$ cat config.mk
export PLATFORM = sky130hd
export DESIGN_NAME = wakeup_timer
export DESIGN_NICKNAME = d
export VERILOG_FILES = /design/src/wakeup_pkg.sv /design/src/wakeup_tick_if.sv /design/src/wakeup_prescaler.sv /design/src/wakeup_timer.sv
export SDC_FILE = /design/constraint.sdc
export NUM_CORES = 1
export LEC_CHECK = 0
export BUFFER_PORTS_ARGS = -buffer_cell sky130_fd_sc_hd__buf_2
export CAP_MARGIN = 0
export CORE_ASPECT_RATIO = 0.75
export CORE_UTILIZATION = 50
export CTS_CLUSTER_SIZE = 30
export DETAILED_ROUTE_END_ITERATION = 8
export HOLD_SLACK_MARGIN = 0.06
export PLACE_DENSITY_LB_ADDON = 0.3
export RECOVER_POWER = 100
export SLEW_MARGIN = 20
export SYNTH_ARGS = -nofsm -noshare
export SYNTH_HDL_FRONTEND = slang
export SYNTH_SLANG_ARGS = --single-unit
export TNS_END_PERCENT = 1
$ cat constraint.sdc
create_clock -name core_clk -period 2.7 [get_ports core_clk]
set_input_delay 0.54 -clock core_clk [delete_from_list [all_inputs] [get_ports core_clk]]
set_output_delay 0.54 -clock core_clk [all_outputs]
set_load 0.01 [all_outputs]
$ cat src/wakeup_pkg.sv
// Purpose: shared constants for the wake-up timer block
// Assumes: APB with 32-bit data, one register per aligned word
// Notes: register indices are multiplied by four to form byte addresses
package wakeup_pkg;

  // register indices; byte address is four times the index
  localparam logic [7:0] CTRL_IDX = 8'h23;
  localparam logic [7:0] RELOAD_HIGH_IDX = 8'h24;
  localparam logic [7:0] RELOAD_LOW_IDX = 8'h25;
  localparam logic [7:0] COUNT_HIGH_IDX = 8'h26;
  localparam logic [7:0] COUNT_LOW_IDX = 8'h27;
  localparam logic [7:0] STATUS_IDX = 8'h30;

  // control field positions
  localparam int RUNNING_BIT = 7;
  localparam int RUN_WRITE_ENABLE_BIT = 6;
  localparam int AUTO_OSC_TRIM_BIT = 5;
  localparam int AUTO_CARD_DETECT_BIT = 4;
  localparam int AUTO_RELOAD_BIT = 3;
  localparam int AUTO_ROUSE_BIT = 2;
  localparam int CLOCK_SELECT_LSB = 0;

  // status field positions
  localparam int UNDERFLOW_FLAG_BIT = 0;
  localparam int CARD_SEEN_BIT = 1;

  // values after reset
  localparam logic [7:0] CTRL_RESET = 8'h00;
  localparam logic [15:0] RELOAD_RESET = 16'h0000;
  localparam logic [15:0] COUNT_RESET = 16'h0000;

  // slow oscillator divide ratios
  localparam logic [5:0] DIV_SEL_00 = 6'h01;
  localparam logic [5:0] DIV_SEL_01 = 6'h08;
  localparam logic [5:0] DIV_SEL_10 = 6'h10;
  localparam logic [5:0] DIV_SEL_11 = 6'h20;

  function automatic logic [5:0] divide_ratio(input logic [1:0] sel);
    case (sel)
      2'h0: divide_ratio = DIV_SEL_00;
      2'h1: divide_ratio = DIV_SEL_01;
      2'h2: divide_ratio = DIV_SEL_10;
      default: divide_ratio = DIV_SEL_11;
    endcase
  endfunction : divide_ratio

  function automatic logic reg_hit(input logic [9:0] addr, input logic [7:0] idx);
    reg_hit = (addr[9:2] == idx) && (addr[1:0] == 2'h0);
  endfunction : reg_hit

endpackage : wakeup_pkg

$ cat src/wakeup_tick_if.sv
// Purpose: carries run, clock select and tick between timer and prescaler
// Assumes: both ends on core_clk
// Notes: tick is a one-cycle pulse
`timescale 1ns/1ps
interface wakeup_tick_if;
  logic run;
  logic [1:0] sel;
  logic tick;
  modport timer (output run, output sel, input tick);
  modport presc (input run, input sel, output tick);
endinterface : wakeup_tick_if

$ cat src/wakeup_prescaler.sv
// Purpose: turns slow oscillator edges into divided timer ticks
// Assumes: slow_oscillator is synchronous to core_clk and much slower
// Notes: divider restarts whenever the timer is stopped
`timescale 1ns/1ps
module wakeup_prescaler (
  input wire logic core_clk,
  input wire logic rst_n,
  input wire logic slow_oscillator,
  wakeup_tick_if.presc t
);

  typedef struct packed {
    logic osc_prev;
    logic [5:0] cnt;
    logic tick;
  } presc_state_t;

  presc_state_t s_q;
  presc_state_t s_d;
  logic edge_seen;
  logic [5:0] ratio;

  always_comb begin
    s_d = s_q;
    s_d.osc_prev = slow_oscillator;
    s_d.tick = 1'b0;
    edge_seen = slow_oscillator & ~s_q.osc_prev;
    ratio = wakeup_pkg::divide_ratio(t.sel);
    if (!t.run) begin
      s_d.cnt = 6'h00;
    end else if (edge_seen) begin
      if (s_q.cnt >= ratio - 6'h01) begin // [RULE_14]
        s_d.cnt = 6'h00;
        s_d.tick = 1'b1;
      end else begin
        s_d.cnt = s_q.cnt + 6'h01;
      end
    end
  end

  always_ff @(posedge core_clk) begin
    if (!rst_n) begin
      s_q <= '0;
    end else begin
      s_q <= s_d;
    end
  end

  assign t.tick = s_q.tick;
endmodule : wakeup_prescaler

$ cat src/wakeup_timer.sv
// Purpose: 16-bit down-counting wake-up timer with trim and card detect launch
// Assumes: APB slave, one wait state per transfer, slow oscillator sampled
// Notes: procedures it launches run outside; it only sends requests
//
// How it works
// RULE_01: wakes device, launches card detection when enabled
// RULE_02: control bit 7 shows timer running
// RULE_03: running bit changes only with bit 6
// RULE_04: auto-trim launches oscillator trim at underflow
// RULE_05: software sets up a trim timer first
// RULE_06: card detect at underflow; card raises request
// RULE_07: no card returns to power-down if enabled
// RULE_08: card detect reloads at underflow without gap
// RULE_09: timer three times field during presence check
// RULE_10: auto-reload restarts from reload, else stops
// RULE_11: underflow sets the wake-up interrupt flag
// RULE_12: auto-rouse wakes device at every underflow
// RULE_13: software picks rouse bit for power-down re-entry
// RULE_14: clock select divides slow oscillator 1/8/16/32
// RULE_15: reload value copied into counter at start
// RULE_16: reload writes wait for next start event
// RULE_17: live count readable at high, low bytes
// RULE_18: decrement per tick; underflow decrementing at zero
//
// Our own choice: the APB slave port.
`timescale 1ns/1ps
module wakeup_timer (
  input wire logic core_clk,
  input wire logic rst_n,
  input wire logic psel,
  input wire logic penable,
  input wire logic pwrite,
  input wire logic [9:0] paddr,
  input wire logic [31:0] pwdata,
  output logic [31:0] prdata,
  output logic pready,
  output logic pslverr,
  input wire logic slow_oscillator,
  input wire logic card_detect_done,
  input wire logic card_present,
  output logic wake_request,
  output logic osc_trim_start,
  output logic card_detect_start,
  output logic card_irq_request,
  output logic power_down_request,
  output logic field_timer_claim,
  output logic underflow_pulse
);

  typedef struct packed {
    logic running;
    logic auto_trim;
    logic auto_cd;
    logic auto_reload;
    logic auto_rouse;
    logic [1:0] clk_sel;
    logic [15:0] reload;
    logic [15:0] count;
    logic flag;
    logic card_seen;
    logic cd_busy;
    logic pready;
    logic pslverr;
    logic [31:0] prdata;
    logic underflow;
    logic wake;
    logic trim_start;
    logic cd_start;
    logic card_irq;
    logic pd_req;
    logic field_claim;
  } timer_state_t;

  timer_state_t s_q;
  timer_state_t s_d;
  logic access;
  logic finish;
  logic wr;
  logic start_now;
  logic [7:0] ctrl_view;

  wakeup_tick_if t ();

  wakeup_prescaler u_presc (
    .core_clk(core_clk),
    .rst_n(rst_n),
    .slow_oscillator(slow_oscillator),
    .t(t)
  );

  assign t.run = s_q.running;
  assign t.sel = s_q.clk_sel;

  always_comb begin
    ctrl_view = 8'h00;
    ctrl_view[wakeup_pkg::RUNNING_BIT] = s_q.running; // [RULE_02]
    ctrl_view[wakeup_pkg::AUTO_OSC_TRIM_BIT] = s_q.auto_trim;
    ctrl_view[wakeup_pkg::AUTO_CARD_DETECT_BIT] = s_q.auto_cd;
    ctrl_view[wakeup_pkg::AUTO_RELOAD_BIT] = s_q.auto_reload;
    ctrl_view[wakeup_pkg::AUTO_ROUSE_BIT] = s_q.auto_rouse;
    ctrl_view[wakeup_pkg::CLOCK_SELECT_LSB +: 2] = s_q.clk_sel;
  end

  always_comb begin
    s_d = s_q;
    access = psel & penable;
    finish = access & s_q.pready;
    wr = finish & pwrite & ~s_q.pslverr;
    start_now = 1'b0;
    s_d.underflow = 1'b0;
    s_d.wake = 1'b0;
    s_d.trim_start = 1'b0;
    s_d.cd_start = 1'b0;
    s_d.card_irq = 1'b0;
    s_d.pd_req = 1'b0;
    // field timer stays reserved while card detect is armed
    s_d.field_claim = s_q.auto_cd; // [RULE_09]

    // one wait state gives the read mux a full cycle
    s_d.pready = access & ~s_q.pready;
    if (access && !s_q.pready) begin
      s_d.pslverr = 1'b0;
      s_d.prdata = 32'h0000_0000;
      if (wakeup_pkg::reg_hit(paddr, wakeup_pkg::CTRL_IDX)) begin
        s_d.prdata[7:0] = ctrl_view;
      end else if (wakeup_pkg::reg_hit(paddr, wakeup_pkg::RELOAD_HIGH_IDX)) begin
        s_d.prdata[7:0] = s_q.reload[15:8];
      end else if (wakeup_pkg::reg_hit(paddr, wakeup_pkg::RELOAD_LOW_IDX)) begin
        s_d.prdata[7:0] = s_q.reload[7:0];
      end else if (wakeup_pkg::reg_hit(paddr, wakeup_pkg::COUNT_HIGH_IDX)) begin
        s_d.prdata[7:0] = s_q.count[15:8]; // [RULE_17]
      end else if (wakeup_pkg::reg_hit(paddr, wakeup_pkg::COUNT_LOW_IDX)) begin
        s_d.prdata[7:0] = s_q.count[7:0]; // [RULE_17]
      end else if (wakeup_pkg::reg_hit(paddr, wakeup_pkg::STATUS_IDX)) begin
        s_d.prdata[wakeup_pkg::UNDERFLOW_FLAG_BIT] = s_q.flag;
        s_d.prdata[wakeup_pkg::CARD_SEEN_BIT] = s_q.card_seen;
      end else begin
        s_d.pslverr = 1'b1;
      end
    end else if (!access) begin
      s_d.pslverr = 1'b0;
    end

    if (wr) begin
      if (wakeup_pkg::reg_hit(paddr, wakeup_pkg::CTRL_IDX)) begin
        s_d.auto_trim = pwdata[wakeup_pkg::AUTO_OSC_TRIM_BIT];
        s_d.auto_cd = pwdata[wakeup_pkg::AUTO_CARD_DETECT_BIT];
        s_d.auto_reload = pwdata[wakeup_pkg::AUTO_RELOAD_BIT];
        s_d.auto_rouse = pwdata[wakeup_pkg::AUTO_ROUSE_BIT];
        s_d.clk_sel = pwdata[wakeup_pkg::CLOCK_SELECT_LSB +: 2];
        if (pwdata[wakeup_pkg::RUN_WRITE_ENABLE_BIT]) begin // [RULE_03]
          s_d.running = pwdata[wakeup_pkg::RUNNING_BIT];
          start_now = pwdata[wakeup_pkg::RUNNING_BIT];
          if (start_now) begin
            s_d.count = s_q.reload; // [RULE_15]
          end
        end
      end else if (wakeup_pkg::reg_hit(paddr, wakeup_pkg::RELOAD_HIGH_IDX)) begin
        s_d.reload[15:8] = pwdata[7:0]; // [RULE_16]
      end else if (wakeup_pkg::reg_hit(paddr, wakeup_pkg::RELOAD_LOW_IDX)) begin
        s_d.reload[7:0] = pwdata[7:0]; // [RULE_16]
      end else if (wakeup_pkg::reg_hit(paddr, wakeup_pkg::STATUS_IDX)) begin
        if (pwdata[wakeup_pkg::UNDERFLOW_FLAG_BIT]) begin
          s_d.flag = 1'b0;
        end
        if (pwdata[wakeup_pkg::CARD_SEEN_BIT]) begin
          s_d.card_seen = 1'b0;
        end
      end
    end

    // tick handling follows the writes so a set beats a clear
    if (s_d.running && t.tick && !start_now) begin
      if (s_q.count == 16'h0000) begin // [RULE_18]
        s_d.underflow = 1'b1;
        s_d.flag = 1'b1; // [RULE_11]
        s_d.wake = s_q.auto_rouse; // [RULE_12] [RULE_01]
        s_d.trim_start = s_q.auto_trim; // [RULE_04]
        s_d.cd_start = s_q.auto_cd; // [RULE_06] [RULE_01]
        if (s_q.auto_cd) begin
          s_d.cd_busy = 1'b1;
        end
        if (s_q.auto_reload || s_q.auto_cd) begin // [RULE_10] [RULE_08]
          s_d.count = s_q.reload;
        end else begin
          s_d.running = 1'b0; // [RULE_10]
        end
      end else begin
        s_d.count = s_q.count - 16'h0001; // [RULE_18]
      end
    end

    // the sequence outcome, using timer three for the field window
    if (s_q.cd_busy && card_detect_done) begin
      s_d.cd_busy = 1'b0;
      if (card_present) begin
        s_d.card_irq = 1'b1; // [RULE_06]
        s_d.card_seen = 1'b1;
      end else if (s_q.auto_rouse) begin
        s_d.pd_req = 1'b1; // [RULE_07]
      end
    end
  end

  always_ff @(posedge core_clk) begin
    if (!rst_n) begin
      s_q <= '0;
      s_q.auto_trim <= wakeup_pkg::CTRL_RESET[wakeup_pkg::AUTO_OSC_TRIM_BIT];
      s_q.reload <= wakeup_pkg::RELOAD_RESET;
      s_q.count <= wakeup_pkg::COUNT_RESET;
    end else begin
      s_q <= s_d;
    end
  end

  assign prdata = s_q.prdata;
  assign pready = s_q.pready;
  assign pslverr = s_q.pslverr;
  assign wake_request = s_q.wake;
  assign osc_trim_start = s_q.trim_start;
  assign card_detect_start = s_q.cd_start;
  assign card_irq_request = s_q.card_irq;
  assign power_down_request = s_q.pd_req;
  assign field_timer_claim = s_q.field_claim;
  assign underflow_pulse = s_q.underflow;

  logic ctrl_wr;
  logic reload_wr;
  assign ctrl_wr = wr && wakeup_pkg::reg_hit(paddr, wakeup_pkg::CTRL_IDX);
  assign reload_wr = wr && (wakeup_pkg::reg_hit(paddr, wakeup_pkg::RELOAD_HIGH_IDX) ||
                            wakeup_pkg::reg_hit(paddr, wakeup_pkg::RELOAD_LOW_IDX));
endmodule : wakeup_timer

==> impl_results.md, run 1 <==
* Switch share at 0.224
* Worst IR Drop VDD at 0.302 mV
* Combinational share of power at 0.048
* Register bit count reported by yosys at 67
* Layout Nets at 542
* Initial antenna violation count at 0
* Sequential area share after synthesis at 0.351
* Drt first pass iters at 7
* Clk_skew at 0.00700 ns
* Layout area overhead at 11.0%
* CTS Buffer Depth at 2
* HP Class: in -> reg
* Sequential share of power at 0.455
* Drt initial violations at 325
* Worst hold margin at 0.369 ns
* # fillers at 687
* Psw at 0.489 mW
* Routed wire per std cell at 17.5 um
* Crit path max-delay family: simple AND/OR/NAND/NOR gates
* RSZ-0062 raised after global routing: no
* Pin count of the biggest net entering global routing at 24
* Final worst-path cycle share at 0.897
* Largest family of logic cells by synthesized area: simple AND/OR/NAND/NOR gates
* Number of nets with antenna violations after routing at 0
* Slew headroom at 0.412
* Mapped Cells at 445
* Vias in the first global route at 3,153
* Clk root buf: clkbuf_8
* Sink Count at 67
* # rows at 27
* Crit. End Element: flip-flop
* Cell Pwr Density at 513 nW/um^2
* Synth Area in Compound Gates at 0.155
* Overall Global Routing Usage at 0.275
* Setup TNS at 0 ns
* Startpoint Class: input pin
* Area share of the largest cell type after synthesis at 0.351
* Worst-path cell chain: buf_2 > clkbuf_2 > nor4_1 > nor3b_1 > nand2_2 > mux2i_1 > nor2_1
* Number of synthesized flops with an enable pin at 0
* Vias at 3,467
* Grt total ovfl at 0
* First-pass GRT wire length at 16,400 um
* Core footprint at 7360 um^2
* Total CTS buffers at 9
* Clock power share at 0.497
* Io pins at 91
* Asr flop ratio synth at 0
* Hold Crit Depth at 2
* Synthesized cell area at 3820 um^2
* Actual slew at the worst max-slew pin at 0.882 ns
* Most frequent cells in the layout: 67 x dfxtp_1, 50 x nor2_1, 42 x mux2i_1
* Port bufs at 42
* Status: completed
* # diodes at 0
* GPL Wtd Cong at 0.865
* CP max-delay cell: nor3b_1
* Final setup fails at 0
* Pleak at 1.81 nW
* Cell taking the most area after synthesis: dfxtp_1
* TritonCTS clock tree: done
* Reg2reg path depth at 9
* Final Hold Vio Count at 0
* Layout cells sized above 1 at 0.127
* Area share of and/or/nand/nor cells after synthesis at 0.221
* R2r setup slk at 0.42 ns
* WL final at 10,300 um
* Synth cell types at 58
* Vias/cell at 5.89
* Crit. path cell count at 7
* Critical Setup Path Class: in -> reg
* H-tree depth at 3
* Clk pin slew, worst setup/hold paths at 0.08 ns
* Largest fanout on the critical path at 14
* Worst EP required at 2.94 ns
* Clk_lat worst skew at 0.36 ns
* Synth top area cells: dfxtp_1 35%, mux2i_1 11%, buf_4 6.5%
* Fmax at 413 MHz
* Minimum clock period at 2.42 ns
* Xor-xnor portion of the synthesized cell area at 0.0321
* Post-Synth Adder-Cell Area at 0.0295
* Max incr delay on CP at 0.67 ns
* Die ar. at 8000 um^2
* Multi-input logic area at 2170 um^2
* Mux contribution to synthesized area at 0.110
* Post-DP HPWL at 7640 um
* Worst path bufs/invs at 2
* Pre-CTS WS at 0.324 ns
* Internal at 1.69 mW
* Ys flop type: dfxtp_1
* Ys Warns at 0
* Post-CTS Setup Bufs at 0
* Slew Limit Fails at 0
* Die Span Y at 77.7 um
* Initial Utilization at 0.519
* Area occupied by registers at 1340 um^2
* Gates resized, CTS repair at 0
* Synthesized area per cell at 8.59 um^2
* Post-CTS Hold Fix Bufs at 0
* Setup ws final at 0.278 ns
* Max Cap Violations at 0
* Most common cell after layout, fill and taps aside: dfxtp_1
* Arrival @ worst endpoint at 2.66 ns
* DRC at 0
* Die width at 103 um
-- Yosys cell counts, types with 4 or more instances --
| cell | n |
|---|---|
| a21oi_1 | 21 |
| a221oi_1 | 4 |
| a31oi_1 | 10 |
| and2_1 | 6 |
| and3_1 | 6 |
| buf_2 | 5 |
| buf_4 | 33 |
| clkbuf_1 | 17 |
| dfxtp_1 | 67 |
| ha_1 | 9 |
| inv_1 | 12 |
| mux2i_1 | 42 |
| nand2_1 | 18 |
| nand3_1 | 12 |
| nand4_1 | 7 |
| nor2_1 | 50 |
| nor3_1 | 19 |
| nor4_1 | 5 |
| o21ai_0 | 16 |
| o22ai_1 | 10 |
| xnor2_1 | 5 |
| xor2_1 | 9 |
-- logic make-up (layout without fill, tap and decap cells) --
kind of cell / count (synthesis) / after routing
buffers and inverters: 67 / 87
multiplexers: 42 / 42
XOR/XNOR: 14 / 14
adder cells (fa/ha/maj): 9 / 9
other: 2 / 25
AND/OR/NAND/NOR: 154 / 154
flip-flops: 67 / 67
AO/OA/AOI/OAI: 90 / 90
-- registers in the layout, indices dropped and copies added, names as in the netlist --
name	flops
ctrl_view	4
field_timer_claim	1
u_presc.s_q	7
pslverr	1
osc_trim_start	1
s_q	35
t.run	1
card_irq_request	1
power_down_request	1
card_detect_start	1
wake_request	1
prdata	8
u_presc.t.tick	1
pready	1
underflow_pulse	1
t.sel	2
-- final timing paths --
| kind | start | to |
|---|---|---|
| hold reg to reg | s_q[41] | s_q[41] |
| setup reg to reg | s_q[44] | s_q[53] |
| setup / recovery | paddr[3] | s_q[72] |
| hold / removal | card_present | power_down_request |
-- per-layer routing --
metal	vias to the layer above	wire, um	track usage
met5	-	0	0
met4	0	170	0.0775
met3	29	1130	0.0955
met2	163	4280	0.385
met1	1643	4730	0.394
li1	1632	-	-
-- stage by stage --
| step | instances | cell area (um^2) | total power [mW] | utilization |
|---|---|---|---|---|
| floorplan | 468 | 3910 | 1.10 | - |
| global placement | 573 | 4050 | 1.12 | 0.550 |
| detailed placement | 573 | 4050 | 1.12 | 0.550 |
| CTS | 589 | 4310 | 2.18 | 0.585 |
| global route | 589 | 4240 | 2.24 | 0.576 |
| finish | 589 | 4240 | 2.18 | 0.576 |
-- power groups by stage --
stage	Combinational (mW)	Clock, mW	Sequential [mW]
CTS	0.106	1.09	0.991
floorplan	0.0832	0	1.01
global route	0.115	1.14	0.991
global placement	0.103	0	1.01
finish	0.105	1.08	0.991
detailed placement	0.105	0	1.01
-- layout make-up --
type                       instances  share of cell area
multi-input combinational        334               0.511
clock inverter                     5              0.0254
tap                              101              0.0298
timing repair buffer              59              0.0719
inverter                          12              0.0106
sequential                        67               0.316
clock buffer                      11              0.0357
Power figures use the tool's default switching activity.
==> inputs of run 2 (changes only) <==
ABC_AREA = 1   (was default)
==> run 2 against run 1 <==
- combinational power up 29%
- wire length is 38% higher
- clock power about the same
- sequential cell count unchanged
- largest power group unchanged
- non-clock buffer count is 8 lower
- die area grew 27%
- sequential share of layout area fell by 6.0 points
- critical path depth increased by 2
- clock skew down 0.0014 ns
- design area rose by 23%
==> impl_results.md, run 2 <==
* Status: completed
* # rows at 30 (+11%)
* Final worst-path cycle share at 0.813 (-0.0840)
* Arrival @ worst endpoint at 2.46 ns (-0.20 ns)
* Clk pin slew, worst setup/hold paths at 0.06 ns (-0.02 ns)
* Critical Setup Path Class: in -> reg
* Vias at 5,064 (+46%)
* Sequential area share after synthesis at 0.276 (-0.0751)
* Pre-CTS WS at 0.437 ns (+0.113 ns)
* Register bit count reported by yosys at 67 (unchanged)
* H-tree depth at 3 (unchanged)
* Die Span Y at 87.4 um (+12%)
* Clk root buf: clkbuf_16
* Largest register FFs at 35 (unchanged)
* First-pass GRT wire length at 22,400 um (+37%)
* Final setup fails at 0 (unchanged)
* Worst IR Drop VDD at 0.425 mV (+41%)
* Setup TNS at 0 ns (unchanged)
* Most flops, register: s_q
* Pin count of the biggest net entering global routing at 43 (+79%)
* Internal at 1.67 mW (-1.0%)
* Post-DP HPWL at 10,600 um (+39%)
* Fmax at 456 MHz (+10%)
* Clock power share at 0.496 (about the same)
* Switch share at 0.252 (+0.0279)
* CTS Buffer Depth at 2 (unchanged)
* Number of nets with antenna violations after routing at 0 (unchanged)
* Die width at 116 um (+13%)
* Most frequent cell after synthesis: nand2_1
* Slew headroom at 0.566 (+0.155)
* Layout cells sized above 1 at 0.0919 (-0.0352)
* Psw at 0.565 mW (+15%)
* Overall Global Routing Usage at 0.295 (+0.0197)
* # fillers at 971 (+41%)
* DRC at 0 (unchanged)
* Max Cap Violations at 0 (unchanged)
* Placed Instances at 939 (+64%)
* Vias/cell at 5.30 (-9.9%)
* Actual slew at the worst max-slew pin at 0.649 ns (-0.234 ns)
* WL final at 14,200 um (+38%)
* Gates resized, CTS repair at 0 (unchanged)
* Initial Utilization at 0.527 (+0.00767)
* Ys flop type: dfxtp_1
* Layout Nets at 881 (+63%)
* Combinational share of power at 0.060 (+0.012)
* Slew Limit Fails at 0 (unchanged)
* Synth cell count leaders: 257 x nand2_1, 92 x nor2_1, 69 x inv_1
* Synth cell types at 36 (-38%)
* Die ar. at 10,100 um^2 (+27%)
* Asr flop ratio synth at 0 (unchanged)
* HP Class: in -> reg
* Grt total ovfl at 0 (unchanged)
* Most frequent cells in the layout: 259 x nand2_1, 93 x nor2_1, 71 x inv_1
* Ys Warns at 0 (unchanged)
* Worst EP required at 2.96 ns (+0.02 ns)
* Most common cell after layout, fill and taps aside: nand2_1
* Routed wire per std cell at 14.9 um (-15%)
* Final cell count without fillers at 955 (+62%)
* Number of synthesized flops with an enable pin at 0 (unchanged)
* Sink Count at 67 (unchanged)
* GPL Wtd Cong at 0.966 (+12%)
* Largest fanout on the critical path at 12 (-2)
* Post-CTS Hold Fix Bufs at 0 (unchanged)
* Synthesized area per cell at 6.11 um^2 (-29%)
* Port bufs at 42 (unchanged)
* Final Hold Vio Count at 0 (unchanged)
* Synthesized cell area at 4860 um^2 (+27%)
* Sequential share of power at 0.443 (-0.012)
* Post-CTS Setup Bufs at 0 (unchanged)
* Core footprint at 9230 um^2 (+25%)
* RSZ-0062 raised after global routing: no
* Startpoint Class: input pin
* Cell Pwr Density at 427 nW/um^2 (-17%)
* TritonCTS clock tree: done
* Io pins at 91 (unchanged)
* Vias in the first global route at 4,395 (+39%)
* Cell taking the most area after synthesis: dfxtp_1
* Drt initial violations at 431 (+33%)
* # diodes at 0 (unchanged)
* Clk_skew at 0.00563 ns (-0.00137 ns)
* Crit. End Element: flip-flop
* Pleak at 2.51 nW (+38%)
* Layout area overhead at 7.62%
* Total CTS buffers at 9 (unchanged)
* Minimum clock period at 2.20 ns (-0.227 ns)
* Area share of the largest cell type after synthesis at 0.276 (-0.0751)
* Initial antenna violation count at 0 (unchanged)
* Clk_lat worst skew at 0.34 ns (-0.02 ns)
* Setup ws final at 0.505 ns (+0.227 ns)
* Mapped Cells at 796 (+79%)
* Worst hold margin at 0.372 ns (+0.00233 ns)
* Drt first pass iters at 7 (unchanged)
* Synth top area cells: dfxtp_1 28%, nand2_1 20%, nor2_1 7.1%
## run 2: cell type report
class                   instances  area, um^2  share of cell area
clock buffers                  11         243              0.0464
clock inverters                 5        37.5             0.00717
inverters                      74         278              0.0531
multi-input cells             619        2930               0.559
flip-flops and latches         67        1340               0.256
well taps                     128         160              0.0306
repair buffers                 51         249              0.0476
## run 2: cells by family after synthesis
family,synth area share
adder cells (fa/ha/maj),0.0232
flip-flops,0.276
XOR/XNOR,0.0126
buffers and inverters,0.139
AND/OR/NAND/NOR,0.420
AO/OA/AOI/OAI,0.128
other,0.00154
## run 2: worst max-delay path, cell delays in order
cell and delay, ns:
buf_2 0.10, nor2_1 0.25, nand2_2 0.09, inv_1 0.16, nand3_1 0.38, nor2_1 0.19
clkbuf_1 0.44, o21ai_0 0.14, a21oi_1 0.14
## run 2: power groups by stage
stage               Sequential [mW]  Combinational, mW  Clock [mW]
global route                  0.992              0.150        1.17
global placement               1.01              0.131           0
CTS                           0.992              0.135        1.12
detailed placement             1.01              0.134           0
finish                        0.992              0.135        1.11
floorplan                      1.01              0.113           0
## run 2: final timing paths
check	start	to	slack, ns	cells past startpoint
setup / recovery	paddr[1]	ctrl_view[4]	0.50	9
setup reg to reg	s_q[44]	s_q[57]	0.53	10
hold reg to reg	prdata[3]	prdata[3]	0.46	2
hold / removal	card_present	power_down_request	0.37	2
## run 2: routing by layer
| layer | up-vias | wire, um | GRT usage |
|---|---|---|---|
| met1 | 2269 | 6690 | 0.426 |
| met3 | 22 | 1370 | 0.0605 |
| met5 | - | 0 | 0 |
| li1 | 2525 | - | - |
| met2 | 248 | 5860 | 0.430 |
| met4 | 0 | 277 | 0.104 |
## run 2: stage by stage
step / total power, mW / instance area (um^2) / utilization
4_1_cts: 2.25 / 5270 / 0.571
3_3_place_gp: 1.14 / 4990 / 0.540
2_1_floorplan: 1.13 / 4950 / -
5_1_grt: 2.31 / 5230 / 0.567
3_5_place_dp: 1.15 / 4990 / 0.540
6_report: 2.24 / 5230 / 0.567
==> inputs of run 3 (changes only) <==
clock period = 2.03 ns   (was 2.7 ns; I/O delays follow)
==> run 3 against run 2 <==
- design area increased by 2.7%
- sequential cell count unchanged
- wire length increased by 3.9%
- largest power group unchanged
==> impl_results.md, run 3 (synthesis gave the netlist of run 2 again) <==
* # fillers at 954 (-1.8%)
* Vias at 5,211 (+2.9%)
* Number of nets with antenna violations after routing at 0 (unchanged)
* Worst IR Drop VDD at 0.491 mV (+15%)
* Grt total ovfl at 0 (unchanged)
* Sequential share of power at 0.433 (-0.010)
* First-pass GRT wire length at 23,600 um (+5.1%)
* Die Span Y at 87.4 um (unchanged)
* Most flops, register: s_q
* Final worst-path cycle share at 0.943
* Overall Global Routing Usage at 0.308 (+0.0133)
* Final Hold Vio Count at 0 (unchanged)
* Slew headroom at 0.407 (-0.159)
* Combinational share of power at 0.060 (about the same)
* Max Cap Violations at 0 (unchanged)
* Critical Setup Path Class: reg -> reg
* CTS Buffer Depth at 2 (unchanged)
* DRC at 0 (unchanged)
* Clk pin slew, worst setup/hold paths at 0.06 ns (about the same)
* WL final at 14,800 um (+3.9%)
* Initial antenna violation count at 0 (unchanged)
* Post-CTS Hold Fix Bufs at 0 (unchanged)
* TritonCTS clock tree: done
* Drt initial violations at 508 (+18%)
* Slew Limit Fails at 0 (unchanged)
* # diodes at 0 (unchanged)
* Final setup fails at 0 (unchanged)
* Routed wire per std cell at 15.2 um (+2.1%)
* Status: completed
* Total CTS buffers at 9 (unchanged)
* Clock power share at 0.507 (+0.011)
* Actual slew at the worst max-slew pin at 0.890 ns (+0.241 ns)
* Cell Pwr Density at 567 nW/um^2 (+33%)
* Most common cell after layout, fill and taps aside: nand2_1
* Setup TNS at 0 ns (unchanged)
* Layout cells sized above 1 at 0.107 (+0.0147)
* Switch share at 0.232 (-0.0201)
* Clk_skew at 0.00587 ns (+0.000240 ns)
* Post-DP HPWL at 11,200 um (+5.3%)
* Core footprint at 9230 um^2 (unchanged)
* R2r setup slk at 0.12 ns (-0.41 ns)
* Minimum clock period at 1.91 ns
* H-tree depth at 3 (unchanged)
* Psw at 0.708 mW (+25%)
* GPL Wtd Cong at 0.995 (+3.0%)
* Largest register FFs at 35 (unchanged)
* Vias in the first global route at 4,622 (+5.2%)
* Most frequent cells in the layout: 258 x nand2_1, 93 x nor2_1, 70 x o21ai_0
* Arrival @ worst endpoint at 2.19 ns (-0.27 ns)
* Multi-input logic area at 2920 um^2 (about the same)
* Crit. End Element: flip-flop
* Vias/cell at 5.36 (+1.1%)
* Post-CTS Setup Bufs at 0 (unchanged)
* Port bufs at 42 (unchanged)
* Gates resized, CTS repair at 0 (unchanged)
* Clk root buf: clkbuf_16
* Worst EP required at 2.30 ns (-0.66 ns)
* Pin count of the biggest net entering global routing at 34 (-21%)
* Area occupied by registers at 1340 um^2 (unchanged)
* HP Class: in -> reg
* Drt first pass iters at 6 (-1)
* # rows at 30 (unchanged)
* RSZ-0062 raised after global routing: no
* Layout Nets at 899 (+2.0%)
* Worst hold margin at 0.250 ns (-0.122 ns)
* Fmax at 523 MHz
* Initial Utilization at 0.527 (unchanged)
* Pleak at 2.59 nW (+3.3%)
* Largest fanout on the critical path at 9 (-3)
* Startpoint Class: flip-flop
* Io pins at 91 (unchanged)
* Die ar. at 10,100 um^2 (unchanged)
* Layout area overhead at 10.5%
* Clk_lat worst skew at 0.33 ns (about the same)
* Die width at 116 um (unchanged)
* Sink Count at 67 (unchanged)
* Internal at 2.34 mW (+40%)
run 3: final timing paths:
check                  endpoint  cells past startpoint         start
min          power_down_request                      2  card_present
max reg2reg             s_q[59]                     10       s_q[45]
min reg2reg           prdata[2]                      2     prdata[2]
max                     s_q[59]                     10       s_q[45]
run 3: power by group through the flow:
stage / registers [mW] / logic [mW] / clock network, mW
floorplan: 1.35 / 0.151 / 0
global placement: 1.35 / 0.181 / 0
detailed placement: 1.35 / 0.185 / 0
CTS: 1.32 / 0.186 / 1.58
global route: 1.32 / 0.204 / 1.62
finish: 1.32 / 0.184 / 1.55
run 3: critical path: stages, from the launching register on:
cell and delay [ns]:
dfxtp_1 0.34, inv_1 0.10, ha_1 0.25, nand3_1 0.11
nor2_1 0.18, nand2_2 0.16, nor2_8 0.20, inv_2 0.13
o21ai_0 0.21, nand2_1 0.11, nand2_1 0.08
run 3: final cells by class:
cell class / instances / area share
multi-input cells: 619 / 0.544
inverters: 74 / 0.0517
clock inverters: 4 / 0.00954
flip-flops and latches: 67 / 0.249
well taps: 128 / 0.0298
clock buffers: 11 / 0.0451
repair buffers: 69 / 0.0707
run 3: per-layer routing:
layer	global-route usage	routed length (um)
met5	0	0
met2	0.443	6120
met4	0.106	416
met3	0.0619	1450
met1	0.452	6760
run 3: metrics by stage:
step                      total power, mW  instance area, um^2   util  worst slack [ns]  cells
after floorplan                      1.50                 4950      -             0.507    819
after global placement               1.53                 5140  0.556             0.193    957
after detailed placement             1.53                 5140  0.556             0.108    957
after CTS                            3.08                 5430  0.588             0.197    972
after global routing                 3.14                 5380  0.582           0.00982    972
final                                3.05                 5380  0.582             0.116    972
